`src/core/ccs_pkg.sv`:
```
package ccs_pkg;

    // ****************************************
    // sizes and layout
    // ****************************************
    localparam int NUM_CH        = 4;
    localparam int IMG_BYTES     = 16;
    localparam int STRIDE_COMPACT = 2;
    localparam int STRIDE_PACKED = 3;
    localparam int STRIDE_ALIGNED = 4;
    localparam int DATA_AT_COMPACT = 0;
    localparam int DATA_AT_PACKED = 1;
    localparam int DATA_AT_ALIGNED = 2;
    localparam int RSVD_AT_ALIGNED = 1;

    // ****************************************
    // control and status byte fields, feature register enable bits
    // ****************************************
    localparam int CTL_MODE_BIT  = 7;
    localparam int CTL_RW_BIT    = 6;
    localparam int ST_ERR_BIT    = 6;
    localparam int ST_OVER_BIT   = 1;
    localparam int ST_UNDER_BIT  = 0;
    localparam int FEAT_EN_LIM1  = 9;
    localparam int FEAT_EN_LIM2  = 10;

    localparam logic [1:0] LIM_OFF   = 2'h0;
    localparam logic [1:0] LIM_BELOW = 2'h1;
    localparam logic [1:0] LIM_ABOVE = 2'h2;
    localparam logic [1:0] LIM_EQUAL = 2'h3;

    // ****************************************
    // parameter register numbers and reset values
    // ****************************************
    localparam logic [5:0]  REG_RAW   = 6'h00;
    localparam logic [5:0]  REG_DIAG  = 6'h06;
    localparam logic [5:0]  REG_OVR   = 6'h15;
    localparam logic [5:0]  REG_UND   = 6'h16;
    localparam logic [5:0]  REG_FEAT  = 6'h20;
    localparam logic [5:0]  REG_LIM1  = 6'h21;
    localparam logic [5:0]  REG_LIM2  = 6'h22;
    localparam logic [15:0] OVR_RST   = 16'h0fff;
    localparam logic [15:0] UND_RST   = 16'h0000;
    localparam logic [15:0] FEAT_RST  = 16'h0906;
    localparam logic [15:0] LIM_RST   = 16'h0000;

    typedef struct packed {
        logic complete;
        logic motorola;
        logic align;
    } ccs_cfg_s;

    typedef struct packed {
        logic [7:0]  stat;
        logic [15:0] data;
        logic [7:0]  pd_stat;
        logic [15:0] pd_data;
        logic [15:0] raw;
        logic [15:0] ovr;
        logic [15:0] und;
        logic [15:0] feat;
        logic [15:0] lim1;
        logic [15:0] lim2;
    } ccs_chan_s;

    typedef struct packed {
        ccs_chan_s [NUM_CH-1:0]    ch;
        logic [IMG_BYTES*8-1:0]    in_img;
        logic [IMG_BYTES-1:0]      in_used;
        logic [IMG_BYTES-1:0]      out_used;
    } ccs_state_s;

endpackage : ccs_pkg

```
`src/core/ccs_chan_regs.sv`:
```
`timescale 1ns/1ps
// How it works
// - complete evaluation puts status/control byte beside each channel's two data bytes.
// - word alignment pads so each channel starts on a word boundary.
// - data word byte order selectable, little or big endian.
// - data split into low and high byte, placed per selected order.
// - padding bytes ignored on write and read back as zero.
// - unused byte positions are neither driven nor sampled.
// - each channel has its own status byte in and control byte out.
// - channels two to four behave exactly like channel one.
// - control bit 7 clear selects process data mode; other bits ignored.
// - process data mode clears status bit 7; bit 6 is general error.
// - status bits 5:4 give second limit: off, below, above, equal.
// - status bits 3:2 give first limit with the same encoding.
// - status bit 1 set when value exceeds measuring range.
// - status bit 0 set when value falls below lower range limit.
// - bits 5:0 pick register; read data in input word, write from output.
// - register access acknowledged by status bit 7 with direction in bit 6.
// - status bits 5:0 echo the register number requested, valid or not.
// - each channel owns a parameter set reached only by its handshake.
// - without complete evaluation only data words in input image are used.
// - complete aligned layout: status/control plus reserved, then data word.
module ccs_chan_regs
    import ccs_pkg::*;
(
    input  wire logic                              ref_clk_i,
    input  wire logic                              rst_n_i,
    input  wire logic                              cfg_complete_i,
    input  wire logic                              cfg_motorola_i,
    input  wire logic                              cfg_align_i,
    input  wire logic [NUM_CH-1:0][15:0]           adc_data_i,
    input  wire logic [NUM_CH-1:0]                 adc_valid_i,
    input  wire logic [IMG_BYTES*8-1:0]            out_image_i,
    output logic      [IMG_BYTES*8-1:0]            in_image_o,
    output logic      [IMG_BYTES-1:0]              in_used_o,
    output logic      [IMG_BYTES-1:0]              out_used_o
);

    // ****************************************
    // helpers
    // ****************************************
    function automatic int chan_base(input int k, input ccs_cfg_s c);
        if (!c.complete)
            return k * STRIDE_COMPACT;
        else if (c.align)
            return k * STRIDE_ALIGNED;
        else
            return k * STRIDE_PACKED;
    endfunction : chan_base

    // byte position of the low (hi=0) or high (hi=1) data byte of a channel
    function automatic int data_pos(input int k, input ccs_cfg_s c, input logic hi);
        int at;
        at = !c.complete ? DATA_AT_COMPACT : (c.align ? DATA_AT_ALIGNED : DATA_AT_PACKED);
        return chan_base(k, c) + at + int'(hi ^ c.motorola);
    endfunction : data_pos

    function automatic logic [1:0] lim_cmp(input logic [15:0] v, input logic [15:0] lim,
                                           input logic en);
        if (!en)
            return LIM_OFF;
        else if ($signed(v) < $signed(lim))
            return LIM_BELOW;
        else if ($signed(v) > $signed(lim))
            return LIM_ABOVE;
        else
            return LIM_EQUAL;
    endfunction : lim_cmp

    function automatic logic [15:0] reg_read(input ccs_chan_s c, input logic [5:0] n);
        case (n)
            REG_RAW:  return c.raw;
            REG_DIAG: return {8'h00, c.pd_stat};
            REG_OVR:  return c.ovr;
            REG_UND:  return c.und;
            REG_FEAT: return c.feat;
            REG_LIM1: return c.lim1;
            REG_LIM2: return c.lim2;
            default:  return 16'h0000;
        endcase
    endfunction : reg_read

    // ****************************************
    // state
    // ****************************************
    ccs_state_s          s;
    ccs_state_s          next_s;
    ccs_cfg_s            cfg;
    logic [NUM_CH-1:0][7:0]  ctrl_byte;
    logic [NUM_CH-1:0][15:0] wr_word;

    assign cfg = '{complete: cfg_complete_i, motorola: cfg_motorola_i, align: cfg_align_i};

    // ****************************************
    // output image decode
    // ****************************************
    always_comb begin
        for (int k = 0; k < NUM_CH; k++) begin
            // no control byte reachable in compact mode, so it reads as process data mode
            ctrl_byte[k] = cfg.complete ? out_image_i[8*chan_base(k, cfg) +: 8] : 8'h00;
            wr_word[k]   = {out_image_i[8*data_pos(k, cfg, 1'b1) +: 8],
                            out_image_i[8*data_pos(k, cfg, 1'b0) +: 8]};
        end
    end

    // ****************************************
    // channel logic and image build
    // ****************************************
    always_comb begin
        ccs_chan_s   c;
        logic [15:0] v;
        logic [7:0]  st;
        int          b;
        c      = '0;
        v      = '0;
        st     = '0;
        b      = 0;
        next_s = s;
        next_s.in_img   = '0;
        next_s.in_used  = '0;
        next_s.out_used = '0;
        // same code for every channel; each owns its own register set
        for (int k = 0; k < NUM_CH; k++) begin
            c = s.ch[k];
            if (ctrl_byte[k][CTL_MODE_BIT]) begin
                if (ctrl_byte[k][CTL_RW_BIT]) begin
                    // repeated while request stands; rewriting the same value is harmless
                    case (ctrl_byte[k][5:0])
                        REG_OVR:  c.ovr  = wr_word[k];
                        REG_UND:  c.und  = wr_word[k];
                        REG_FEAT: c.feat = wr_word[k];
                        REG_LIM1: c.lim1 = wr_word[k];
                        REG_LIM2: c.lim2 = wr_word[k];
                        default:  c.raw  = c.raw;
                    endcase
                end
                c.stat = {1'b1, ctrl_byte[k][CTL_RW_BIT], ctrl_byte[k][5:0]};
                c.data = reg_read(c, ctrl_byte[k][5:0]);
            end else begin
                // remaining control bits are don't-care here
                if (adc_valid_i[k]) begin
                    c.raw = adc_data_i[k];
                    v     = adc_data_i[k];
                    st    = 8'h00;
                    if ($signed(v) > $signed(c.ovr)) begin
                        st[ST_OVER_BIT] = 1'b1;
                        v = c.ovr;
                    end else if ($signed(v) < $signed(c.und)) begin
                        st[ST_UNDER_BIT] = 1'b1;
                        v = c.und;
                    end
                    st[5:4]         = lim_cmp(v, c.lim2, c.feat[FEAT_EN_LIM2]);
                    st[3:2]         = lim_cmp(v, c.lim1, c.feat[FEAT_EN_LIM1]);
                    st[ST_ERR_BIT]  = st[ST_OVER_BIT] | st[ST_UNDER_BIT];
                    c.pd_stat = st;
                    c.pd_data = v;
                end
                // flags and value always leave together
                c.stat = c.pd_stat;
                c.data = c.pd_data;
            end
            next_s.ch[k] = c;

            b = chan_base(k, cfg);
            if (cfg.complete) begin
                next_s.in_img[8*b +: 8] = c.stat;
                next_s.in_used[b]       = 1'b1;
                next_s.out_used[b]      = 1'b1;
                if (cfg.align) begin
                    // reserved byte: occupied, reads zero, its write value ignored
                    next_s.in_used[b+RSVD_AT_ALIGNED]  = 1'b1;
                    next_s.out_used[b+RSVD_AT_ALIGNED] = 1'b1;
                end
                next_s.out_used[data_pos(k, cfg, 1'b0)] = 1'b1;
                next_s.out_used[data_pos(k, cfg, 1'b1)] = 1'b1;
            end
            next_s.in_img[8*data_pos(k, cfg, 1'b0) +: 8] = c.data[7:0];
            next_s.in_img[8*data_pos(k, cfg, 1'b1) +: 8] = c.data[15:8];
            next_s.in_used[data_pos(k, cfg, 1'b0)]       = 1'b1;
            next_s.in_used[data_pos(k, cfg, 1'b1)]       = 1'b1;
        end
    end

    always_ff @(posedge ref_clk_i) begin
        if (!rst_n_i) begin
            s <= '0;
            for (int k = 0; k < NUM_CH; k++) begin
                s.ch[k].ovr  <= OVR_RST;
                s.ch[k].und  <= UND_RST;
                s.ch[k].feat <= FEAT_RST;
                s.ch[k].lim1 <= LIM_RST;
                s.ch[k].lim2 <= LIM_RST;
            end
        end else begin
            s <= next_s;
        end
    end

    assign in_image_o = s.in_img;
    assign in_used_o  = s.in_used;
    assign out_used_o = s.out_used;

    // ****************************************
    // assertions
    // ****************************************
    logic [IMG_BYTES*8-1:0] unused_bits;
    always_comb begin
        for (int i = 0; i < IMG_BYTES; i++)
            unused_bits[8*i +: 8] = s.in_img[8*i +: 8] & {8{~s.in_used[i]}};
    end

    property p_pd_ack;
        @(posedge ref_clk_i) disable iff (!rst_n_i)
        (cfg.complete && !ctrl_byte[0][CTL_MODE_BIT])
            |=> (!s.ch[0].stat[7] && !in_image_o[8*chan_base(0, $past(cfg)) + 7]);
    endproperty
    a_pd_ack: assert property (p_pd_ack) else $error("status bit 7 not clear in pd mode");

    property p_reg_ack;
        @(posedge ref_clk_i) disable iff (!rst_n_i)
        ctrl_byte[3][CTL_MODE_BIT]
            |=> (s.ch[3].stat[7:6] == {1'b1, $past(ctrl_byte[3][CTL_RW_BIT])});
    endproperty
    a_reg_ack: assert property (p_reg_ack) else $error("register ack or direction wrong");

    property p_reg_echo;
        @(posedge ref_clk_i) disable iff (!rst_n_i)
        ctrl_byte[1][CTL_MODE_BIT] |=> (s.ch[1].stat[5:0] == $past(ctrl_byte[1][5:0]));
    endproperty
    a_reg_echo: assert property (p_reg_echo) else $error("register number not echoed");

    property p_over;
        @(posedge ref_clk_i) disable iff (!rst_n_i)
        (adc_valid_i[0] && !ctrl_byte[0][CTL_MODE_BIT]
            && $signed(adc_data_i[0]) > $signed(s.ch[0].ovr))
            |=> (s.ch[0].stat[ST_OVER_BIT] && s.ch[0].stat[ST_ERR_BIT]
                 && s.ch[0].data == $past(s.ch[0].ovr));
    endproperty
    a_over: assert property (p_over) else $error("overrange not flagged");

    property p_under;
        @(posedge ref_clk_i) disable iff (!rst_n_i)
        (adc_valid_i[2] && !ctrl_byte[2][CTL_MODE_BIT]
            && $signed(adc_data_i[2]) < $signed(s.ch[2].und))
            |=> (s.ch[2].stat[ST_UNDER_BIT] && !s.ch[2].stat[ST_OVER_BIT]);
    endproperty
    a_under: assert property (p_under) else $error("underrange not flagged");

    property p_lim2_off;
        @(posedge ref_clk_i) disable iff (!rst_n_i)
        (adc_valid_i[0] && !ctrl_byte[0][CTL_MODE_BIT] && !s.ch[0].feat[FEAT_EN_LIM2])
            |=> (s.ch[0].stat[5:4] == LIM_OFF);
    endproperty
    a_lim2_off: assert property (p_lim2_off) else $error("disabled limit 2 not 00");

    property p_lim1_eq;
        @(posedge ref_clk_i) disable iff (!rst_n_i)
        (adc_valid_i[1] && !ctrl_byte[1][CTL_MODE_BIT] && s.ch[1].feat[FEAT_EN_LIM1]
            && adc_data_i[1] == s.ch[1].lim1
            && $signed(adc_data_i[1]) <= $signed(s.ch[1].ovr)
            && $signed(adc_data_i[1]) >= $signed(s.ch[1].und))
            |=> (s.ch[1].stat[3:2] == LIM_EQUAL);
    endproperty
    a_lim1_eq: assert property (p_lim1_eq) else $error("limit 1 equal not reported");

    property p_unused_zero;
        @(posedge ref_clk_i) disable iff (!rst_n_i)
        unused_bits == '0;
    endproperty
    a_unused_zero: assert property (p_unused_zero) else $error("unused byte carries data");

    property p_compact_map;
        @(posedge ref_clk_i) disable iff (!rst_n_i)
        !cfg.complete |=> (in_used_o == 16'h00ff && out_used_o == 16'h0000);
    endproperty
    a_compact_map: assert property (p_compact_map) else $error("compact map wrong");

    property p_align_map;
        @(posedge ref_clk_i) disable iff (!rst_n_i)
        (cfg.complete && cfg.align) |=> (in_used_o == 16'hffff
            && in_image_o[15:8] == 8'h00 && in_image_o[47:40] == 8'h00);
    endproperty
    a_align_map: assert property (p_align_map) else $error("aligned map wrong");

    property p_packed_map;
        @(posedge ref_clk_i) disable iff (!rst_n_i)
        (cfg.complete && !cfg.align && !cfg.motorola)
            |=> (in_used_o == 16'h0fff && in_image_o[15:8] == s.ch[0].data[7:0]);
    endproperty
    a_packed_map: assert property (p_packed_map) else $error("packed map wrong");

    c_reg_write: cover property (@(posedge ref_clk_i) disable iff (!rst_n_i)
        ctrl_byte[0][7:6] == 2'h3 ##1 s.ch[0].stat[7]);
    c_reg_read: cover property (@(posedge ref_clk_i) disable iff (!rst_n_i)
        ctrl_byte[0][7:6] == 2'h2 ##1 !ctrl_byte[0][7]);
    c_over: cover property (@(posedge ref_clk_i) disable iff (!rst_n_i)
        s.ch[0].stat[ST_OVER_BIT]);
    c_motorola: cover property (@(posedge ref_clk_i) disable iff (!rst_n_i)
        cfg.complete && cfg.motorola && cfg.align);
    c_compact: cover property (@(posedge ref_clk_i) disable iff (!rst_n_i)
        !cfg.complete && adc_valid_i[1]);

    // ****************************************
    // handshake and data path checks
    // ****************************************
    // read returns the addressed register's value in the data word
    property p_rd_data;
        @(posedge ref_clk_i) disable iff (!rst_n_i)
        (ctrl_byte[2][7:6] == 2'h2 && ctrl_byte[2][5:0] == REG_OVR)
            |=> (s.ch[2].data == $past(s.ch[2].ovr));
    endproperty
    a_rd_data: assert property (p_rd_data) else $error("read data word wrong");

    // write word lands in the addressed register
    property p_wr_take;
        @(posedge ref_clk_i) disable iff (!rst_n_i)
        (ctrl_byte[1][7:6] == 2'h3 && ctrl_byte[1][5:0] == REG_LIM2)
            |=> (s.ch[1].lim2 == $past(wr_word[1]));
    endproperty
    a_wr_take: assert property (p_wr_take) else $error("write word not taken");

    // sample taken whatever the low control bits hold
    property p_pd_take;
        @(posedge ref_clk_i) disable iff (!rst_n_i)
        (!ctrl_byte[3][CTL_MODE_BIT] && adc_valid_i[3])
            |=> (s.ch[3].raw == $past(adc_data_i[3]));
    endproperty
    a_pd_take: assert property (p_pd_take) else $error("pd sample not taken");

    // register traffic leaves the measured value alone
    property p_reg_hold;
        @(posedge ref_clk_i) disable iff (!rst_n_i)
        ctrl_byte[0][CTL_MODE_BIT] |=> (s.ch[0].raw == $past(s.ch[0].raw));
    endproperty
    a_reg_hold: assert property (p_reg_hold) else $error("sample taken in reg mode");

    // flags and value always from the same sample
    property p_pd_pair;
        @(posedge ref_clk_i) disable iff (!rst_n_i)
        !ctrl_byte[2][CTL_MODE_BIT]
            |=> (s.ch[2].stat == s.ch[2].pd_stat && s.ch[2].data == s.ch[2].pd_data);
    endproperty
    a_pd_pair: assert property (p_pd_pair) else $error("status and data out of step");

endmodule : ccs_chan_regs

```
`config.mk`:
```
export PLATFORM = sky130hd
export DESIGN_NAME = ccs_chan_regs
export DESIGN_NICKNAME = d
export VERILOG_FILES = /design/src/core/ccs_pkg.sv /design/src/core/ccs_chan_regs.sv
export SDC_FILE = /design/constraint.sdc
export NUM_CORES = 2
export LEC_CHECK = 0
export BUFFER_PORTS_ARGS = -buffer_cell sky130_fd_sc_hd__buf_2
export CORE_MARGIN = 5
export CORE_UTILIZATION = 30
export CTS_CLUSTER_SIZE = 24
export DETAILED_ROUTE_END_ITERATION = 12
export REMOVE_ABC_BUFFERS = 1
export SKIP_LAST_GASP = 1
export SLEW_MARGIN = 20
export SYNTH_ARGS = -nofsm -noshare
export SYNTH_HDL_FRONTEND = slang
export SYNTH_SLANG_ARGS = --single-unit
export TNS_END_PERCENT = 1
```
`constraint.sdc`:
```
create_clock -name ref_clk_i -period 19.3 [get_ports ref_clk_i]
set_clock_uncertainty 0.05 [all_clocks]
set_input_delay 3.86 -clock ref_clk_i [delete_from_list [all_inputs] [get_ports ref_clk_i]]
set_output_delay 3.86 -clock ref_clk_i [all_outputs]
set_load 0.1 [all_outputs]
```
* Word-level counts from Yosys, hierarchy flattened *
Index checks and enable logic that the tools add are counted.

storage, ports and cells
  flip-flop bits (word level) = 640
  input bits = 201
  output and inout bits = 160
  word-level logic and storage cells = 451

cells by class
  add/subtract/negate cells = 37
  magnitude comparators = 68
  eq/ne operators = 24
  shift operators = 33
  muxes and demuxes = 191
  bitwise logic cells = 33
  reduce and logical (&&, ||, !) cells = 30

operators by type and width
  operator                                                            number
  bitwise mux 128 bit                                                 11
  variable shift 8 x 33 -> 128 bit, first input constant              11
  indexed part select 128 x 32 -> 8 bit                               11
  indexed part select 8 x 33 -> 128 bit                               11
  greater-or-equal comparator 32 x 1 -> 1 bit, second input constant  22
  < comparator 32 x 6 -> 1 bit, second input constant                 22
  2-to-1 mux 16 bit                                                   40
  adder 32 x 2 -> 32 bit                                              16
  2-to-1 mux 160 bit                                                  3
  2-to-1 mux 32 bit                                                   14
  bitwise OR 16 bit                                                   28
  case mux 16 bit (7 select lines)                                    4
  negation 32 -> 33 bit                                               11
  2-to-1 mux 80 bit                                                   4
  adder 32 bit                                                        7
  2-to-1 mux 40 bit                                                   5
  greater-than comparator 16 bit                                      12
  < comparator 16 bit                                                 12
  adder 32 x 2 -> 32 bit, second input constant                       3
  2-to-1 mux 24 bit                                                   4
  demux 1 bit (select 4 bit)                                          22
  == test 6 bit, second input constant                                12
  2-to-1 mux 1 bit                                                    58
  == test 6 x 5 -> 1 bit, second input constant                       8
  other kinds (11)                                                    65

* Logic depth before layout (Yosys ltp) *
  word-level depth = 41
  depth in mapped cells = 29
  mapped depth without buffers = 22

* Least setup slack after synthesis *
Ideal clock, no wire load.

  kind = input to register
  from = input cfg_align_i
  to = register s (netlist bit in_image_o[22])
  setup time = 116 ps
  data arrival time = 9189 ps
  data required time = 19134 ps
  path slack = 9945 ps
  stages = 27
  path buffers = 8
  path through = clkbuf_1 clkinv_1 ha_1 buf_4 buf_6 buf_6 inv_1 clkbuf_1 ha_1 ha_1 buf_2 clkbuf_1 nand2b_1 nor2_1 nand2_1 ha_1 inv_1 nor2_1 o2111ai_1 nor2_1 and2_1 clkbuf_1 nor2_1 o221ai_1 a221oi_1 nor3_1 o211a_1

on the way
  longest elaborated chain between the ends = 23
  elaborated cells between the ends (all ways) = 133
  those cells by class = add/sub (22); eq/ne (18); shift (33); mux (57); reduce/logical (3)

RTL lines
  item                                                                   RTL line              source
  from (decl)                                                            ccs_chan_regs.sv:30   input wire logic cfg_align_i,
  parallel branches: the longest is 22 deep, another holds adder 32 bit  -
  bitwise mux 128 bit *                                                  ccs_chan_regs.sv:178  next_s.in_img[8*data_pos(k, cfg, 1'b1) +: 8] = c.data[15:8];
  to (signal assigned)                                                   ccs_chan_regs.sv:195  s <= next_s;
  to (decl)                                                              ccs_chan_regs.sv:86   ccs_state_s s;

Every way passes the cells marked *.
A chain may end at the register's enable or synchronous reset.

* Worst setup path after layout *
Same ends and word-level chain as after synthesis.

==> results.md <==
* Tmin final at around 11000 ps
* Share of layout cells above drive strength 1 at between 10% and 20%
* Post-placement cell area at ~57000 um2
* Met2 wire len at 142200 um
* P_leak at around 22 nW
* IO Pins at 361
* Max VDD drop at around 0.057 mV
* Fmax at ~91 MHz
* Via count at between 60k and 70k
* Endpoint class of the critical path: flip-flop
* Grt ovf at 0
* Final std cells w/o fill at between 9k and 10k
* Final setup violation count at 0
* Routed wire per std cell at roughly 36 um
* Psw at 1.877 mW
* Slew Limit Fails at 0
* Syn_area_per_cell at approximately 7.9 um2
* # H-tree levels at 3
* Area delta synth->final at 11.40%
* RD Place Congestion at 1.070
* Switching fraction of total power at between 40% and 50%
* Number of flops mapped to enable cells by yosys at 0
* Fin nets at 7333
* Worst setup SP type: input port
* Main synth FF type: dfxtp_1
* Commonest non-fill, non-tap cell in the layout: nand2_1
* M1 WL at 122000 um
* Placed Cells at between 9k and 10k
* Final TNS setup at 0 ps
* MaxCap Viol Count at 0
* Most frequent cells in the layout: 963 x nand2_1, 640 x dfxtp_1, 564 x nor2_1
* Clock share of power at approximately 36%
* Distinct cells, synth at between 100 and 150
* Crit path to: in_image_o[22]$_SDFF_PN0_
* Critical path arrival at about 12000 ps
* Vias in the first global route at ~57k
* DRT Pass-1 Iters at 9
* ANT nets after route at 0
* Combinational share of power at between 30% and 40%
* Reg power frac at 30.6%
* Post-route clock period utilization at a little under three fifths
* FP Rows at 155
* DRC viols at 0
* Status: finished clean
* FF-to-FF End: in_image_o[21]$_SDFF_PN0_
* Design Area, Final at ~60000 um2
* Clock latency on the worst-skew pair at approximately 770 ps
* Total setup buffers inserted after CTS at 0
* Async SR Flop Fraction at 0%
* Drt total wl at between 300000 and 400000 um
* Fill cell count at 18.92k
* Die area at roughly 190000 um2
* Core Region at roughly 180000 um2
* CP Max Fanout at 25
* Routed vias/inst at between 6 and 7
* CTS Hold Bufs at 0
* Die Y at between 400 and 500 um
* Max Used Layer: met5
* RSZ-0062 raised after global routing: no
* CP required at around 20000 ps
* TritonCTS Buffers at 84
* Initial Util at between 30% and 40%
* Actual slew at the worst max-slew pin at approximately 1300 ps
* Post-Syn Area at around 54000 um2
* Die X at 433.4 um
* Worst R2R Path Depth at 21
* Number of DRC markers in iteration 0 at 9127
* Clock Path Buffers at 3
* Initial antenna violation count at between 50 and 60
* Clk slew on worst S/H paths at 60 ps
* Clock Sinks at 640
* Relative slew slack at a little over a tenth
* Synth warnings at 0
* Post-synthesis sequential area ratio at 23.82%
* Largest net degree at the start of global routing at between 90 and 100
* Final Hold Fails at 0
* Synth Register Bits at 640
* DP Wirelength at 246400 um
* CTS resizes at 0
* Clock Tree Root: clkbuf_16
* Flop-to-flop setup slack at approximately 12000 ps
* CTS tree: built
* Crit path from: cfg_align_i
* Pwr Density at 76.12 nW/um2
* Met3 routed WL at 35020 um
* P_int at roughly 2.7 mW
* GRT Overall Usage at around a third
* Port Buffers at 360
* Post-Synthesis Cells at 6849
* First-pass GRT wire length at roughly 450000 um
* Final hold slack at between 300 and 400 ps
* Setup CP Type: input port to flip-flop
* Class of the worst hold path: flip-flop to flip-flop
* RR Startpoint: s[649]$_SDFFE_PN0P_
final cells by class:
| cell class | count | area [um2] | area share [%] |
|---|---|---|---|
| antenna | 41 | 102.6 | 0.1712 |
| clock buffer | 109 | 2316 | 3.865 |
| clock inverter | 44 | 494.2 | 0.8248 |
| inverter | 306 | 1156 | 1.930 |
| multi-input combinational | 5237 | 36700 | 61.25 |
| sequential | 640 | 12810 | 21.38 |
| tap | 2355 | 2947 | 4.918 |
| timing repair buffer | 566 | 3392 | 5.661 |
power by group through the flow:
stage	Combinational (mW)	Clock, mW	Sequential, mW
after floorplan	0.662	0	1.53
after global placement	1.43	0	1.42
after detailed placement	1.43	0	1.42
after CTS	1.44	1.67	1.39
after global routing	1.53	1.73	1.39
final	1.51	1.66	1.39
logic make-up (layout without fill, tap and decap cells):
group / after synthesis / after routing / synth area share [%]
and+or+nand+nor: 2348 / 2348 / 19.84
DFF: 640 / 640 / 23.82
adders and majority gates: 297 / 297 / 6.909
other: 1 / 46 / 0.006972
muxes: 433 / 433 / 12.54
buffers and inverters: 976 / 1025 / 8.688
AOI/OAI and AO/OA: 2129 / 2129 / 27.68
xor gates and xnor gates: 25 / 25 / 0.5118
worst min path at each step:
stage | from | to | slack [ps] | cells past startpoint
4_1_cts | s[549]$_SDFFE_PN0N_ | s[549]$_SDFFE_PN0N_ | 400 | 2
5_1_grt | s[549]$_SDFFE_PN0N_ | s[549]$_SDFFE_PN0N_ | 410 | 2
3_3_place_gp | s[263]$_SDFFE_PN0N_ | s[263]$_SDFFE_PN0N_ | 390 | 2
2_1_floorplan | s[481]$_SDFFE_PN1P_ | s[481]$_SDFFE_PN1P_ | 380 | 2
3_5_place_dp | s[549]$_SDFFE_PN0N_ | s[549]$_SDFFE_PN0N_ | 390 | 2
6_report | s[549]$_SDFFE_PN0N_ | s[549]$_SDFFE_PN0N_ | 400 | 2
Yosys cell counts, types with 26 or more instances:
library cell / n / share of area [%]
a2111oi_0: 36 / 0.59
a211oi_1: 188 / 2.6
nand2_1: 968 / 6.8
buf_2: 86 / 0.80
buf_1: 37 / 0.26
inv_1: 297 / 2.1
nor2b_1: 48 / 0.56
nand4_1: 57 / 0.66
a211o_1: 45 / 0.73
and3_1: 79 / 0.92
a221o_1: 40 / 0.74
a22o_1: 53 / 0.86
o211ai_1: 118 / 1.6
o221ai_1: 66 / 1.1
mux4_2: 190 / 8.0
nand2b_1: 48 / 0.56
mux2i_1: 218 / 4.1
nor2_1: 575 / 4.0
and2_1: 49 / 0.57
buf_4: 198 / 2.8
o21a_1: 36 / 0.50
or3_1: 28 / 0.33
a221oi_1: 78 / 1.3
a31oi_1: 109 / 1.3
nor3_1: 142 / 1.3
nand3_1: 218 / 2.0
o22ai_1: 122 / 1.4
a21o_1: 64 / 0.89
clkbuf_1: 330 / 2.3
o21ai_0: 243 / 2.3
ha_1: 297 / 6.9
a21oi_1: 519 / 4.8
a22oi_1: 82 / 1.1
nor4_1: 26 / 0.30
dfxtp_1: 640 / 24
registers in the layout, summed over array words and instances, names as in the netlist:
name	cells
s	480
in_image_o	128
in_used_o	16
out_used_o	16
metal layers:
metal | up-vias | global-route usage [%]
li1 | 25503 | -
met5 | - | 0
met3 | 1276 | 9.147
met2 | 4532 | 51.27
met4 | 18 | 27.50
met1 | 29756 | 40.03
critical path, stage by stage:
cell       delay (ps)
buf_2             120
buf_4             230
clkinv_1          300
ha_4              640
clkinv_1          190
buf_4             320
nor2_1            390
ha_2              360
nand2b_1          180
nor2_1            530
nand2_1           210
ha_1              710
inv_1             390
nor2_1             70
buf_4             250
o2111ai_1         380
nor2_1            160
and2_1            300
nor2_1            540
o221ai_1          260
a221oi_1          750
nor3_1             90
o211a_1           230
metrics by stage:
stage	util [%]	setup WS (ps)	total power, mW
2_1_floorplan	-	1862	2.188
3_3_place_gp	31.89	8097	2.850
3_5_place_dp	31.92	8070	2.853
4_1_cts	33.49	8846	4.503
5_1_grt	33.56	8367	4.647
6_report	33.58	8291	4.561
(Power assumes the default switching activity.)
